## src/verilog/hem_pkg.sv

```systemverilog
// constants shared by the host and controller mailbox block
package hem_pkg;
    // host access port offsets, also the controller runtime offsets
    localparam logic host_off_index = 1'b0;
    localparam logic host_off_data = 1'b1;
    // indexed register map
    localparam logic [7:0] idx_h2c_mbox = 8'h00;
    localparam logic [7:0] idx_c2h_mbox = 8'h01;
    localparam logic [7:0] idx_smi_src = 8'h02;
    localparam logic [7:0] idx_smi_mask = 8'h03;
    localparam logic [7:0] idx_mbox_first = 8'h10;
    localparam logic [7:0] idx_mbox_last = 8'h2f;
    // controller byte offsets of the 32-bit words
    localparam logic [9:0] ec_off_port = 10'h000;
    localparam logic [9:0] ec_off_h2c = 10'h100;
    localparam logic [9:0] ec_off_c2h = 10'h104;
    localparam logic [9:0] ec_off_src = 10'h108;
    localparam logic [9:0] ec_off_mask = 10'h10c;
    localparam logic [9:0] ec_off_mbox = 10'h110;
    localparam logic [9:0] ec_off_mbox_end = 10'h12c;
    // field layout of smi source and mask
    localparam int bit_controller_wrote_flag = 0;
    localparam logic [7:0] swi_field = 8'hfe;
    // special mailbox values
    localparam logic [7:0] mbox_done = 8'hff;
    localparam logic [7:0] byte_reset = 8'h00;
    // mailbox byte count and clock
    localparam int mbox_bytes = 32;
    localparam int clk_hz = 100_000_000;
endpackage

```

## src/verilog/hem_mailbox.sv

```systemverilog
// host and embedded controller mailbox with index/data host port
//
// Notes on behaviour
// - thirty-six byte registers reached by index
// - thirty-two mailbox bytes, both sides read/write
// - four signalling registers: two mailboxes, smi regs
// - host port: index and data bytes
// - index first, then data hits indexed register
// - controller may also use index/data port
// - serial irq when wrote flag and enable
// - smi when any swi bit and enable
// - smi also from wrote flag and enable
// - smi to any selected frame, and also to the pin when selected
// - smi gives active-low frame and pin level
// - host mailbox write raises controller interrupt
// - controller writing ffh clears host mailbox
// - host writing ffh clears controller mailbox
// - controller mailbox write can raise host smi
// - system reset clears all block state
// - port registers reset while rail absent
// - all logic on the single block clock
// - block idles to low power by itself
// - index at offset 0, data at 1
// - index map 00-03 and 10h-2fh
// - controller read of the h2c mailbox word clears mailbox interrupt
`timescale 1ns/1ns
module hem_mailbox import hem_pkg::*; #(
    parameter int frames = 16
) (
    // clock and resets
    input wire logic clk,
    input wire logic sys_rst,
    input wire logic main_rail_good,
    // host i/o port
    input wire logic host_addr,
    input wire logic host_wr,
    input wire logic host_rd,
    input wire logic [7:0] host_wdata,
    output logic [7:0] host_rdata_r,
    // controller register port
    input wire logic [9:0] ec_addr,
    input wire logic controller_wrote_flag,
    input wire logic ec_rd,
    input wire logic [3:0] ec_be,
    input wire logic [31:0] ec_wdata,
    output logic [31:0] ec_rdata_r,
    // routing of the smi event
    input wire logic [3:0] smi_frame_sel,
    input wire logic alert_pin_select,
    // events and pins
    output logic controller_mailbox_irq_r,
    output logic host_serial_irq_source_r,
    output logic host_smi_source_r,
    output logic [frames-1:0] smi_frame_n_r,
    output logic host_alert_pin_out_r,
    output logic host_alert_pin_oe_r,
    output logic low_power_r
);

    ////////////////////////////////////////////////////////////////////
    // storage
    logic [7:0] index_r, h2c_r, c2h_r, src_r, mask_r;
    logic [7:0] mbox_r [mbox_bytes];
    // true when an index selects a defined register
    function automatic logic idx_valid(input logic [7:0] idx);
        return idx <= idx_smi_mask ||
               (idx >= idx_mbox_first && idx <= idx_mbox_last);
    endfunction

    // read value of an indexed register, zero if undefined
    function automatic logic [7:0] idx_read(input logic [7:0] idx);
        logic [7:0] v;
        v = byte_reset;
        case (idx)
            idx_h2c_mbox: v = h2c_r;
            idx_c2h_mbox: v = c2h_r;
            idx_smi_src: v = src_r;
            idx_smi_mask: v = mask_r;
            default: begin
                if (idx_valid(idx)) begin
                    v = mbox_r[5'(idx - idx_mbox_first)];
                end
            end
        endcase
        return v;
    endfunction

    ////////////////////////////////////////////////////////////////////
    // host port merge; host wins over a same-cycle controller index/data port access
    logic ec_port, idx_wr, pw, ec_dir, pw_mbox;
    logic [7:0] idx_wdata, pw_data;
    logic [9:0] ec_word;
    logic [4:0] pw_slot;
    always_comb begin
        ec_word = {ec_addr[9:2], 2'b00};
        ec_port = ec_word == ec_off_port;
        ec_dir = controller_wrote_flag && !ec_port;
        idx_wr = (host_wr && host_addr == host_off_index) ||
                 (controller_wrote_flag && ec_port && ec_be[0]);
        idx_wdata = (host_wr && host_addr == host_off_index) ?
                    host_wdata : ec_wdata[7:0];
        pw = (host_wr && host_addr == host_off_data) ||
             (controller_wrote_flag && ec_port && ec_be[1]);
        pw_data = (host_wr && host_addr == host_off_data) ?
                  host_wdata : ec_wdata[15:8];
        pw_slot = 5'(index_r - idx_mbox_first);
        pw_mbox = pw && index_r >= idx_mbox_first &&
                  index_r <= idx_mbox_last;
    end

    // index byte; reset by either reset or a missing rail
    always_ff @(posedge clk) begin
        if (sys_rst || !main_rail_good) begin
            index_r <= byte_reset;
        end else if (idx_wr) begin
            index_r <= idx_wdata;
        end
    end

    ////////////////////////////////////////////////////////////////////
    // the thirty-two shared mailbox bytes
    genvar g;
    generate
        for (g = 0; g < mbox_bytes; g++) begin : g_mbox
            logic ec_hit;
            assign ec_hit = ec_dir && ec_be[g % 4] &&
                ec_word == ec_off_mbox + 10'(4 * (g / 4));
            always_ff @(posedge clk) begin
                if (sys_rst) begin
                    mbox_r[g] <= byte_reset;
                end else if (pw_mbox && pw_slot == 5'(g)) begin
                    mbox_r[g] <= pw_data;
                end else if (ec_hit) begin
                    mbox_r[g] <= ec_wdata[8 * (g % 4) +: 8];
                end
            end
        end
    endgenerate

    ////////////////////////////////////////////////////////////////////
    // command mailboxes; simultaneous writers are software's problem
    logic ec_h2c_wr, ec_c2h_wr, ec_h2c_rd, pw_h2c, pw_c2h;
    always_comb begin
        ec_h2c_wr = ec_dir && ec_be[0] && ec_word == ec_off_h2c;
        ec_c2h_wr = ec_dir && ec_be[0] && ec_word == ec_off_c2h;
        ec_h2c_rd = ec_rd && ec_word == ec_off_h2c;
        pw_h2c = pw && index_r == idx_h2c_mbox;
        pw_c2h = pw && index_r == idx_c2h_mbox;
    end

    // host write stores; controller clears the bits it writes as one
    always_ff @(posedge clk) begin
        if (sys_rst) begin
            h2c_r <= byte_reset;
        end else if (pw_h2c) begin
            h2c_r <= pw_data;
        end else if (ec_h2c_wr) begin
            h2c_r <= h2c_r & ~ec_wdata[7:0]; // ffh gives 00h
        end
    end

    // controller write stores; host ffh signals done
    always_ff @(posedge clk) begin
        if (sys_rst) begin
            c2h_r <= byte_reset;
        end else if (ec_c2h_wr) begin
            c2h_r <= ec_wdata[7:0];
        end else if (pw_c2h) begin
            c2h_r <= (pw_data == mbox_done) ? byte_reset : pw_data;
        end
    end

    // mailbox interrupt; a new host write beats the clearing read
    always_ff @(posedge clk) begin
        if (sys_rst) begin
            controller_mailbox_irq_r <= 1'b0;
        end else if (pw_h2c) begin
            controller_mailbox_irq_r <= 1'b1;
        end else if (ec_h2c_rd) begin
            controller_mailbox_irq_r <= 1'b0;
        end
    end

    ////////////////////////////////////////////////////////////////////
    // smi source and mask; hardware set wins over host clear
    logic [7:0] src_set, src_clr, src_nxt;
    always_comb begin
        src_set = byte_reset;
        src_set[bit_controller_wrote_flag] = ec_c2h_wr;
        if (ec_dir && ec_be[0] && ec_word == ec_off_src) begin
            src_set = src_set | (ec_wdata[7:0] & swi_field);
        end
        src_clr = (pw && index_r == idx_smi_src) ? pw_data : byte_reset;
        src_nxt = (src_r & ~src_clr) | src_set;
    end

    always_ff @(posedge clk) begin
        if (sys_rst) begin
            src_r <= byte_reset;
        end else begin
            src_r <= src_nxt;
        end
    end

    always_ff @(posedge clk) begin
        if (sys_rst) begin
            mask_r <= byte_reset;
        end else if (pw && index_r == idx_smi_mask) begin
            mask_r <= pw_data;
        end else if (ec_dir && ec_be[0] && ec_word == ec_off_mask) begin
            mask_r <= ec_wdata[7:0];
        end
    end

    ////////////////////////////////////////////////////////////////////
    // host events and their routing
    logic wr_event, smi_event;
    logic [3:0] smi_frame_sel_d;
    always_comb begin
        wr_event = src_r[bit_controller_wrote_flag] && mask_r[bit_controller_wrote_flag];
        smi_event = |(src_r & mask_r);
    end

    always_ff @(posedge clk) begin
        if (sys_rst) begin
            host_serial_irq_source_r <= 1'b0;
            host_smi_source_r <= 1'b0;
            host_alert_pin_oe_r <= 1'b0;
            smi_frame_n_r <= '1;
            host_alert_pin_out_r <= 1'b0;
        end else begin
            host_alert_pin_out_r <= 1'b0;
            host_serial_irq_source_r <= wr_event;
            host_smi_source_r <= smi_event;
            // open drain: only ever drives low
            host_alert_pin_oe_r <= smi_event && alert_pin_select;
            for (int f = 0; f < frames; f++) begin
                smi_frame_n_r[f] <= !(smi_event &&
                    smi_frame_sel == 4'(f));
            end
        end
    end

    ////////////////////////////////////////////////////////////////////
    // read answers, registered one cycle after the strobe
    always_ff @(posedge clk) begin
        if (sys_rst || !main_rail_good) begin
            host_rdata_r <= byte_reset;
        end else if (host_rd) begin
            host_rdata_r <= (host_addr == host_off_index) ?
                            index_r : idx_read(index_r);
        end
    end

    always_ff @(posedge clk) begin
        if (sys_rst) begin
            ec_rdata_r <= '0;
        end else if (ec_rd) begin
            ec_rdata_r <= '0; // unmapped words read zero
            if (ec_port) begin
                ec_rdata_r <= {16'h0000, idx_read(index_r), index_r};
            end else if (ec_word >= ec_off_h2c &&
                         ec_word <= ec_off_mask) begin
                ec_rdata_r <= {24'h000000,
                    idx_read(8'(ec_word[3:2]))};
            end else if (ec_word >= ec_off_mbox &&
                         ec_word <= ec_off_mbox_end) begin
                for (int b = 0; b < 4; b++) begin
                    ec_rdata_r[8 * b +: 8] <= mbox_r[5'(
                        {ec_word[4:2] - 3'h4, 2'(b)})];
                end
            end
        end
    end

    // idle whenever no access is in flight; no software needed
    always_ff @(posedge clk) begin
        if (sys_rst) begin
            low_power_r <= 1'b0;
        end else begin
            low_power_r <= !(host_wr || host_rd || controller_wrote_flag || ec_rd);
        end
    end

    // frame select as used by the registered frame outputs
    always_ff @(posedge clk) begin
        smi_frame_sel_d <= smi_frame_sel;
    end
endmodule

```

## config.mk

```make
export PLATFORM = sky130hd
export DESIGN_NAME = hem_mailbox
export DESIGN_NICKNAME = d
export VERILOG_FILES = /design/src/verilog/hem_pkg.sv /design/src/verilog/hem_mailbox.sv
export SDC_FILE = /design/constraint.sdc
export NUM_CORES = 1
export LEC_CHECK = 0
export BUFFER_PORTS_ARGS = -buffer_cell sky130_fd_sc_hd__buf_4
export CAP_MARGIN = 20
export CORE_MARGIN = 3
export CORE_UTILIZATION = 25
export CTS_CLUSTER_DIAMETER = 150
export DETAILED_ROUTE_END_ITERATION = 10
export SLEW_MARGIN = 10
export SYNTH_ARGS = -nofsm -noshare
export SYNTH_HDL_FRONTEND = slang
export SYNTH_SLANG_ARGS = --single-unit
```

## constraint.sdc

```tcl
create_clock -name clk -period 3.65 [get_ports clk]
set_input_delay 0.73 -clock clk [delete_from_list [all_inputs] [get_ports clk]]
set_output_delay 0.73 -clock clk [all_outputs]
set_load 0.005 [all_outputs]
```

Word level (Yosys, flattened, before mapping)
Memories as Yosys holds them, arrays and structs flattened.
Cells that the tools add are included.
{"block": "op_classes", "addsub": 2, "magnitude_cmp": 7, "n_eq_ne": 65, "n_mux": 310, "bitwise_logic": 72, "reduce_logical": 142}
{"op": "two-way mux 8 bit", "count": 77}
{"op": "two-way mux 1 bit", "count": 228}
{"op": "logical AND 1 bit", "count": 106}
{"op": "equality test 8 x 7 -> 1 bit (second input constant)", "count": 12}
{"op": "two-way mux 32 bit", "count": 3}
{"op": "equality test 5 bit (second input constant)", "count": 16}
{"op": "bitwise OR 1 bit", "count": 64}
{"op": "one-hot mux 8 bit (4 select lines)", "count": 2}
{"op": "equality test 5 x 4 -> 1 bit (second input constant)", "count": 8}
{"op": "equality test 4 bit (second input constant)", "count": 8}
{"op": "AND 8 bit", "count": 3}
{"op": "equality test 5 x 3 -> 1 bit (second input constant)", "count": 4}
{"op": ">= comparator 10 x 9 -> 1 bit (second input constant)", "count": 2}
{"op": "<= comparator 10 x 9 -> 1 bit (second input constant)", "count": 2}
{"op": "zero test 1 bit", "count": 19}
{"op": "equality test 4 x 3 -> 1 bit (second input constant)", "count": 4}
{"op": "equality test 8 x 2 -> 1 bit (second input constant)", "count": 2}
{"op": "zero test 8 bit", "count": 2}
{"op": "NOT 8 bit", "count": 2}
{"op": "equality test 5 x 2 -> 1 bit (second input constant)", "count": 2}
{"op": "equality test 4 x 2 -> 1 bit (second input constant)", "count": 2}
{"op": "equality test 8 x 1 -> 1 bit (second input constant)", "count": 1}
{"op": "equality test 8 bit (second input constant)", "count": 1}
{"op": ">= comparator 8 x 5 -> 1 bit (second input constant)", "count": 1}
{"op": "other kinds (17)", "count": 27}
{"block": "totals", "regBits": 101, "mem_bits_rw": 256, "in_bits": 67, "out_inout_bits": 62, "elab_cells": 612, "n_memories": 1}
{"memory": "mbox_r", "depth": 32, "width": 8, "read_ports": 5, "rd_clocked_by_memory_dff": 0, "wr": 32, "line": "hem_mailbox.sv:63", "rtl": "logic [7:0] mbox_r [mbox_bytes];"}

Depth between registers and ports, before layout
Gate-level depths: netlist of the first run.
{"block": "logic_depth", "depth_word": 12, "ltp_mapped": 9, "depth_no_buf": 5}

Least setup slack after synthesis of the first run
OpenSTA, ideal clock, no wires.
{"block": "synth_timing", "path_type": "input-to-reg", "start": "input port ec_addr[3]", "end": "memory mbox_r[2][0] (enable)", "setup_ns": 0.384, "arrival_ns": 2.972, "t_required_ns": 3.266, "path_slack_ns": 0.294, "path_stages": 7, "n_path_buf": 3, "cell_sequence": "buf_2 or4_4 buf_6 o41ai_2 clkbuf_1 nand3_1 o21ai_0"}
{"element": "start: declaration", "line": "hem_mailbox.sv:41", "rtl": "input wire logic [9:0] ec_addr,"}
{"element": "end: declaration", "line": "hem_mailbox.sv:63"}

Worst setup path after layout of the first run
{"block": "layout_timing", "start": "register index_r[1]", "end": "register mask_r[2]"}
{"block": "layout_via", "elab_chain_cells": 3, "elab_cells_between_ends": 4, "classes_between": "eq/ne: 1; mux: 1; reduce/logical: 2"}
{"element": "start: declaration", "line": "hem_mailbox.sv:62", "rtl": "logic [7:0] index_r, h2c_r, c2h_r, src_r, mask_r;"}
{"element": "start signal: assignment", "line": "hem_mailbox.sv:114", "rtl": "index_r <= byte_reset;"}
{"element": "start signal: assignment", "line": "hem_mailbox.sv:116", "rtl": "index_r <= idx_wdata;"}
{"element": "equality test 8 x 2 -> 1 bit (*)", "line": "hem_mailbox.sv:208", "rtl": "end else if (pw && index_r == idx_smi_mask) begin"}
{"element": "logical AND 1 bit (*)", "line": "hem_mailbox.sv:208"}
{"element": "two-way mux 8 bit or nonzero test 2 bit (tied branches)"}
{"element": "end signal: assignment", "line": "hem_mailbox.sv:207", "rtl": "mask_r <= byte_reset;"}
{"element": "end signal: assignment", "line": "hem_mailbox.sv:209", "rtl": "mask_r <= pw_data;"}
{"element": "end signal: assignment", "line": "hem_mailbox.sv:211", "rtl": "mask_r <= ec_wdata[7:0];"}
{"element": "end: declaration", "line": "hem_mailbox.sv:62"}
Every way passes the cells marked *; elsewhere a longest branch is shown, timed or not.
A chain may end at the register's enable or synchronous reset.

==> impl_metrics.yaml, run 1 <==
drt:
  initialDrtViolationCount: 1727
  dr.pass1.iters: 8
  wl_per_cell_um: 29.13
  viasPerCell: 5.860
  drc_errors: 0
  postRouteAntennaNets: 0
  wl_mm: 80.46
  dr_total_vias: 16190
yosys:
  netlist_area_mm2: 0.02057
  synthCells: 1584
  synth_seq_cells: 357
  synth-async-reset-ratio: 0
  ys_top_cells_by_count: "edfxtp_1 (256), o2bb2ai_1 (256), mux4_2 (139)"
  synth_nets: 1651
  post_synth.cell_area_avg_um2: 12.99
  yosysUniqueCellTypes: 67
  ys_seq_area_frac: 0.4720
  yosysWarnings: 0
  synth_top_area_frac: 0.3737
  synthTopCellsByArea: "edfxtp_1 (37%), mux4_2 (15%), o2bb2ai_1 (11%), dfxtp_1 (9.8%), mux2_2 (2.9%)"
  synth_edf_count: 256
  synth_top_area_cell: "edfxtp_1"
  ys.flop_type: "edfxtp_1"
clocking:
  clkTransAtPathRegs_ns: 0.06
  post_cts_buffers: 0
  cts_inserted_buffers: 39
  post_cts_resized: 0
  cts_root_buf: "clkbuf_16"
  clk_path_buf_depth: 3
  cts_tree: "done"
  htreeDepth: 2
  clock_sinks: 357
  insertion_delay_ns: 0.57
  ctsHoldBuffers: 0
grt:
  antenna_found_initial: 2
  grt.total_usage: 0.1820
  grt_overflow_total: 0
  grt_pass1_wl_mm: 114.8
  grt_max_degree: 57
  grt_pass1_vias: 15880
finish:
  largest-register: "mbox_r"
  largest_reg_flops: 256
  final_cells: 2762
  nNetsFinal: 1739
  fillers: 8089
  largestRegisters: "mbox_r x256, ec_rdata_r x32, smi_frame_n_r x16"
  final_cell_area_mm2: 0.02424
  area_growth_pct: 17.81
  drive_above_1_share: 0.3163
  final_util: 0.2990
pwr:
  p_clk_frac: 0.404
  p_sw_frac: 0.2654
  seqPwrFrac: 0.475
  leakage_nw: 7.663
  combPwrFrac: 0.121
  p_sw_mw: 2.581
  ir_drop_uv: 302.6
  internal-power_mw: 7.144
  powerDensity_mw_per_mm2: 401.2
  finalPower_mw: 9.725
floorplan:
  die_x_um: 292.9
  die_y_um: 292.9
  design.core.area_mm2: 0.08107
  rows: 104
  initial_core_util: 0.2538
  num_io_pins: 129
  die_area_mm2: 0.08577
setup_path:
  critical_path_peak_fanout: 24
  crit_required_ns: 4.04
  rr_worst_depth: 5
  path_class: "reg2reg"
  worst-endpoint-arrival_ns: 3.46
  end_kind: "register"
  critPathLaunchType: "register"
placement:
  post-dp-hpwl_mm: 60.51
  place.gp.congestion: 1.048
  io_buffers: 125
  dp_cells: 2686
  post_dp_cell_area_mm2: 0.02298
sta:
  fmax_mhz: 326.0
  finalMaxSlewViolations: 0
  final-hold-violation-count: 0
  max-slew-margin-rel: 0.2887
  rsz0062_at_grt: "no"
  setup-violations-final: 0
  tightest_slew_ns: 1.061
  finalCriticalPeriod_ns: 3.068
  fin_tns_setup_ns: 0
  fin_crit_sh: 0.8404
  fin_skew_ns: 0.02403
job:
  maxCapViolCount: 0
worst_hold_path:
  hold_path_depth: 2
  min-delay-path-class: "in2reg"
status:
  status: "finished clean"
-- layout by cell type (no fill, tap or decap), types with 46 or more instances in the layout --
master	n
a211oi_1	48
mux2_2	53
buf_4	204
edfxtp_1	256
nor2_1	82
dfxtp_1	98
mux4_2	139
nand2_1	53
a21oi_1	46
nand3_1	46
o2bb2ai_1	256
-- per-stage QoR --
stage,setup slack (ns),hold WS (ns)
3_3_place_gp,0.1462,0.4788
3_5_place_dp,0.1086,0.4790
2_1_floorplan,0.2939,0.4502
4_1_cts,0.6766,0.3665
6_report,0.5824,0.3760
5_1_grt,0.5199,0.3788
-- cell type report --
type / count / area, um2 / share of cell area
inverters: 10 / 37.54 / 0.001549
flip-flops and latches: 357 / 9718 / 0.4010
repair buffers: 219 / 1742 / 0.07186
clock inverters: 27 / 217.7 / 0.008983
well taps: 1060 / 1326 / 0.05472
clock buffers: 43 / 1012 / 0.04177
multi-input cells: 1045 / 10180 / 0.4200
diodes: 1 / 2.502 / 0.0001033
-- worst paths after layout --
kind / startpoint / end / slack [ns]
max: index_r[1] / mask_r[2] / 0.58
min: alert_pin_select / host_alert_pin_oe_r / 0.38
max reg2reg: index_r[1] / mask_r[2] / 0.58
min reg2reg: h2c_r[1] / h2c_r[1] / 0.49
-- power by group through the flow --
stage | Combinational (mW) | Sequential (mW) | Clock, mW
6_report | 1.18 | 4.62 | 3.93
5_1_grt | 1.23 | 4.62 | 4.10
4_1_cts | 1.16 | 4.61 | 3.96
3_5_place_dp | 1.16 | 4.70 | 0
3_3_place_gp | 1.14 | 4.70 | 0
2_1_floorplan | 0.701 | 4.61 | 0
-- cells by family after synthesis --
family          Yosys count  share of synthesized area
flops                   357                     0.4720
simple gates            302                    0.07858
compound gates          502                     0.2061
buf+inv                 182                    0.03868
other cells               1                  0.0001823
mux                     239                     0.2041
xor+xnor                  1                  0.0004258
-- layer usage --
| layer | vias to the layer above | track usage | share of wire |
|---|---|---|---|
| li1 | 6755 | - | - |
| met1 | 8373 | 0.2234 | 0.37 |
| met2 | 887 | 0.3233 | 0.51 |
| met3 | 169 | 0.02138 | 0.070 |
| met4 | 2 | 0.07670 | 0.048 |
| met5 | - | 0 | 0.00021 |
-- critical path: stages, from the launching register on --
cell and delay [ns]:
dfxtp_4 0.66, buf_4 0.36, and2_0 0.79, nand3_1 0.72, nor2_1 0.28, a211oi_1 0.08
Power figures use the tool's default switching activity.
==> run 2: changes to the inputs <==
clock period = 3 ns   (was 3.65 ns; I/O delays follow)
==> run 2 against run 1 <==
Clock power rose by 23%; non-clock buffer count rose by 58; register-to-register slack got worse by 0.24 ns; via count rose by 1.1%; core utilization rose by 0.95 points; sequential cell count did not move; global-route usage barely moved.
==> impl_metrics.yaml, run 2 (synthesis results as in run 1) <==
status:
  status: "finished clean"
clocking:
  clkTransAtPathRegs_ns: 0.06
  ctsHoldBuffers: 0
  cts_root_buf: "clkbuf_16"
  post_cts_buffers: 0
  cts_inserted_buffers: 40
  clk_path_buf_depth: 3
  cts_tree: "done"
  clock_sinks: 357
  post_cts_resized: 0
  insertion_delay_ns: 0.56
  htreeDepth: 2
finish:
  fillers: 8058
  largestRegisters: "mbox_r x256, ec_rdata_r x32, smi_frame_n_r x16"
  final_cells: 2822
  n_antenna_cell: 0
  area_growth_pct: 21.55
  largest-register: "mbox_r"
  largest_reg_flops: 256
  multi_input_area_mm2: 0.01018
  final_cell_area_mm2: 0.02501
  register_area_mm2: 0.009718
  final_util: 0.3084
  nNetsFinal: 1798
  drive_above_1_share: 0.3360
  mostFrequentLayoutCells: "o2bb2ai_1 (256), edfxtp_1 (256), buf_4 (238)"
floorplan:
  num_io_pins: 129
  initial_core_util: 0.2538
  die_y_um: 292.9
  design.core.area_mm2: 0.08107
  die_area_mm2: 0.08577
  die_x_um: 292.9
  rows: 104
setup_path:
  path_class: "reg2reg"
  critical_path_peak_fanout: 27
  crit_path_max_incr_delay_ns: 0.82
  end_kind: "register"
  worst-endpoint-arrival_ns: 3.05
  cp_slowest_cell: "a2111oi_2"
  cp_num_buf_inv: 2
  crit_family: "compound AO/OA/AOI/OAI gates"
  crit_required_ns: 3.40
  critPathLaunchType: "register"
  cp_cell_sequence: "xnor2_1 -> or3_2 -> nor3_4 -> buf_12 -> buf_4 -> a2111oi_2 -> o2bb2ai_1"
sta:
  fin_tns_setup_ns: 0
  max-slew-margin-rel: 0.3535
  finalMaxSlewViolations: 0
  finalCriticalPeriod_ns: 2.654
  setup-violations-final: 0
  rsz0062_at_grt: "no"
  fin_skew_ns: 0.01890
  fin_crit_sh: 0.8847
  tightest_slew_ns: 0.9679
  fmax_mhz: 376.8
  final-hold-violation-count: 0
grt:
  grt_pass1_wl_mm: 115.4
  grt_pass1_vias: 16290
  grt_overflow_total: 0
  antenna_found_initial: 1
  grt_max_degree: 53
  grt.total_usage: 0.1822
job:
  maxCapViolCount: 0
placement:
  dp_cells: 2743
  io_buffers: 125
  post_dp_cell_area_mm2: 0.02371
  place.gp.congestion: 1.029
  post-dp-hpwl_mm: 61.32
worst_hold_path:
  min-delay-path-class: "in2reg"
pwr:
  leakage_nw: 8.071
  powerDensity_mw_per_mm2: 478.6
  ir_drop_uv: 386.8
drt:
  wl_mm: 80.48
  viasPerCell: 5.800
  postRouteAntennaNets: 0
  dr_total_vias: 16370
  dr.pass1.iters: 6
  drc_errors: 0
  wl_per_cell_um: 28.52
  initialDrtViolationCount: 1915
[run 2: power breakdown]
group,internal (mW),total (mW),switching [mW]
clock,2.79,4.83,2.04
sequential,5.45,5.61,0.163
combinational,0.617,1.53,0.912
[run 2: path summary, 6_finish.rpt]
| path | startpoint | slack [ns] | cells past startpoint | to |
|---|---|---|---|---|
| worst min-delay path | alert_pin_select | 0.25 | 2 | host_alert_pin_oe_r |
| worst max-delay path | index_r[4] | 0.35 | 7 | mbox_r[4][4] |
| worst min register to register | ec_rdata_r[6] | 0.49 | 2 | ec_rdata_r[6] |
| worst max register to register | index_r[4] | 0.35 | 7 | mbox_r[4][4] |
[run 2: per-stage QoR]
step                      hold slack (ns)  power [mW]  setup WS (ns)
after floorplan                    0.4502       6.460        -0.1867
after global placement             0.4759       7.180       -0.07829
after detailed placement           0.4851       7.210        -0.1386
after CTS                          0.2357       11.97         0.1763
after global routing               0.2506       12.27         0.1418
final                              0.2522       11.97         0.3458
[run 2: area by class of cell]
cell class / instances / share of cell area
clock buffers: 62 / 0.04704
well taps: 1060 / 0.05304
multi-input cells: 1045 / 0.4071
flip-flops and latches: 357 / 0.3886
repair buffers: 277 / 0.09907
clock inverters: 11 / 0.003603
inverters: 10 / 0.001501
[run 2: routing by layer]
| metal | part of all wire | global-route usage |
|---|---|---|
| met5 | 0.00015 | 0 |
| met3 | 0.079 | 0.02487 |
| met1 | 0.36 | 0.2196 |
| met2 | 0.50 | 0.3184 |
| met4 | 0.058 | 0.09174 |
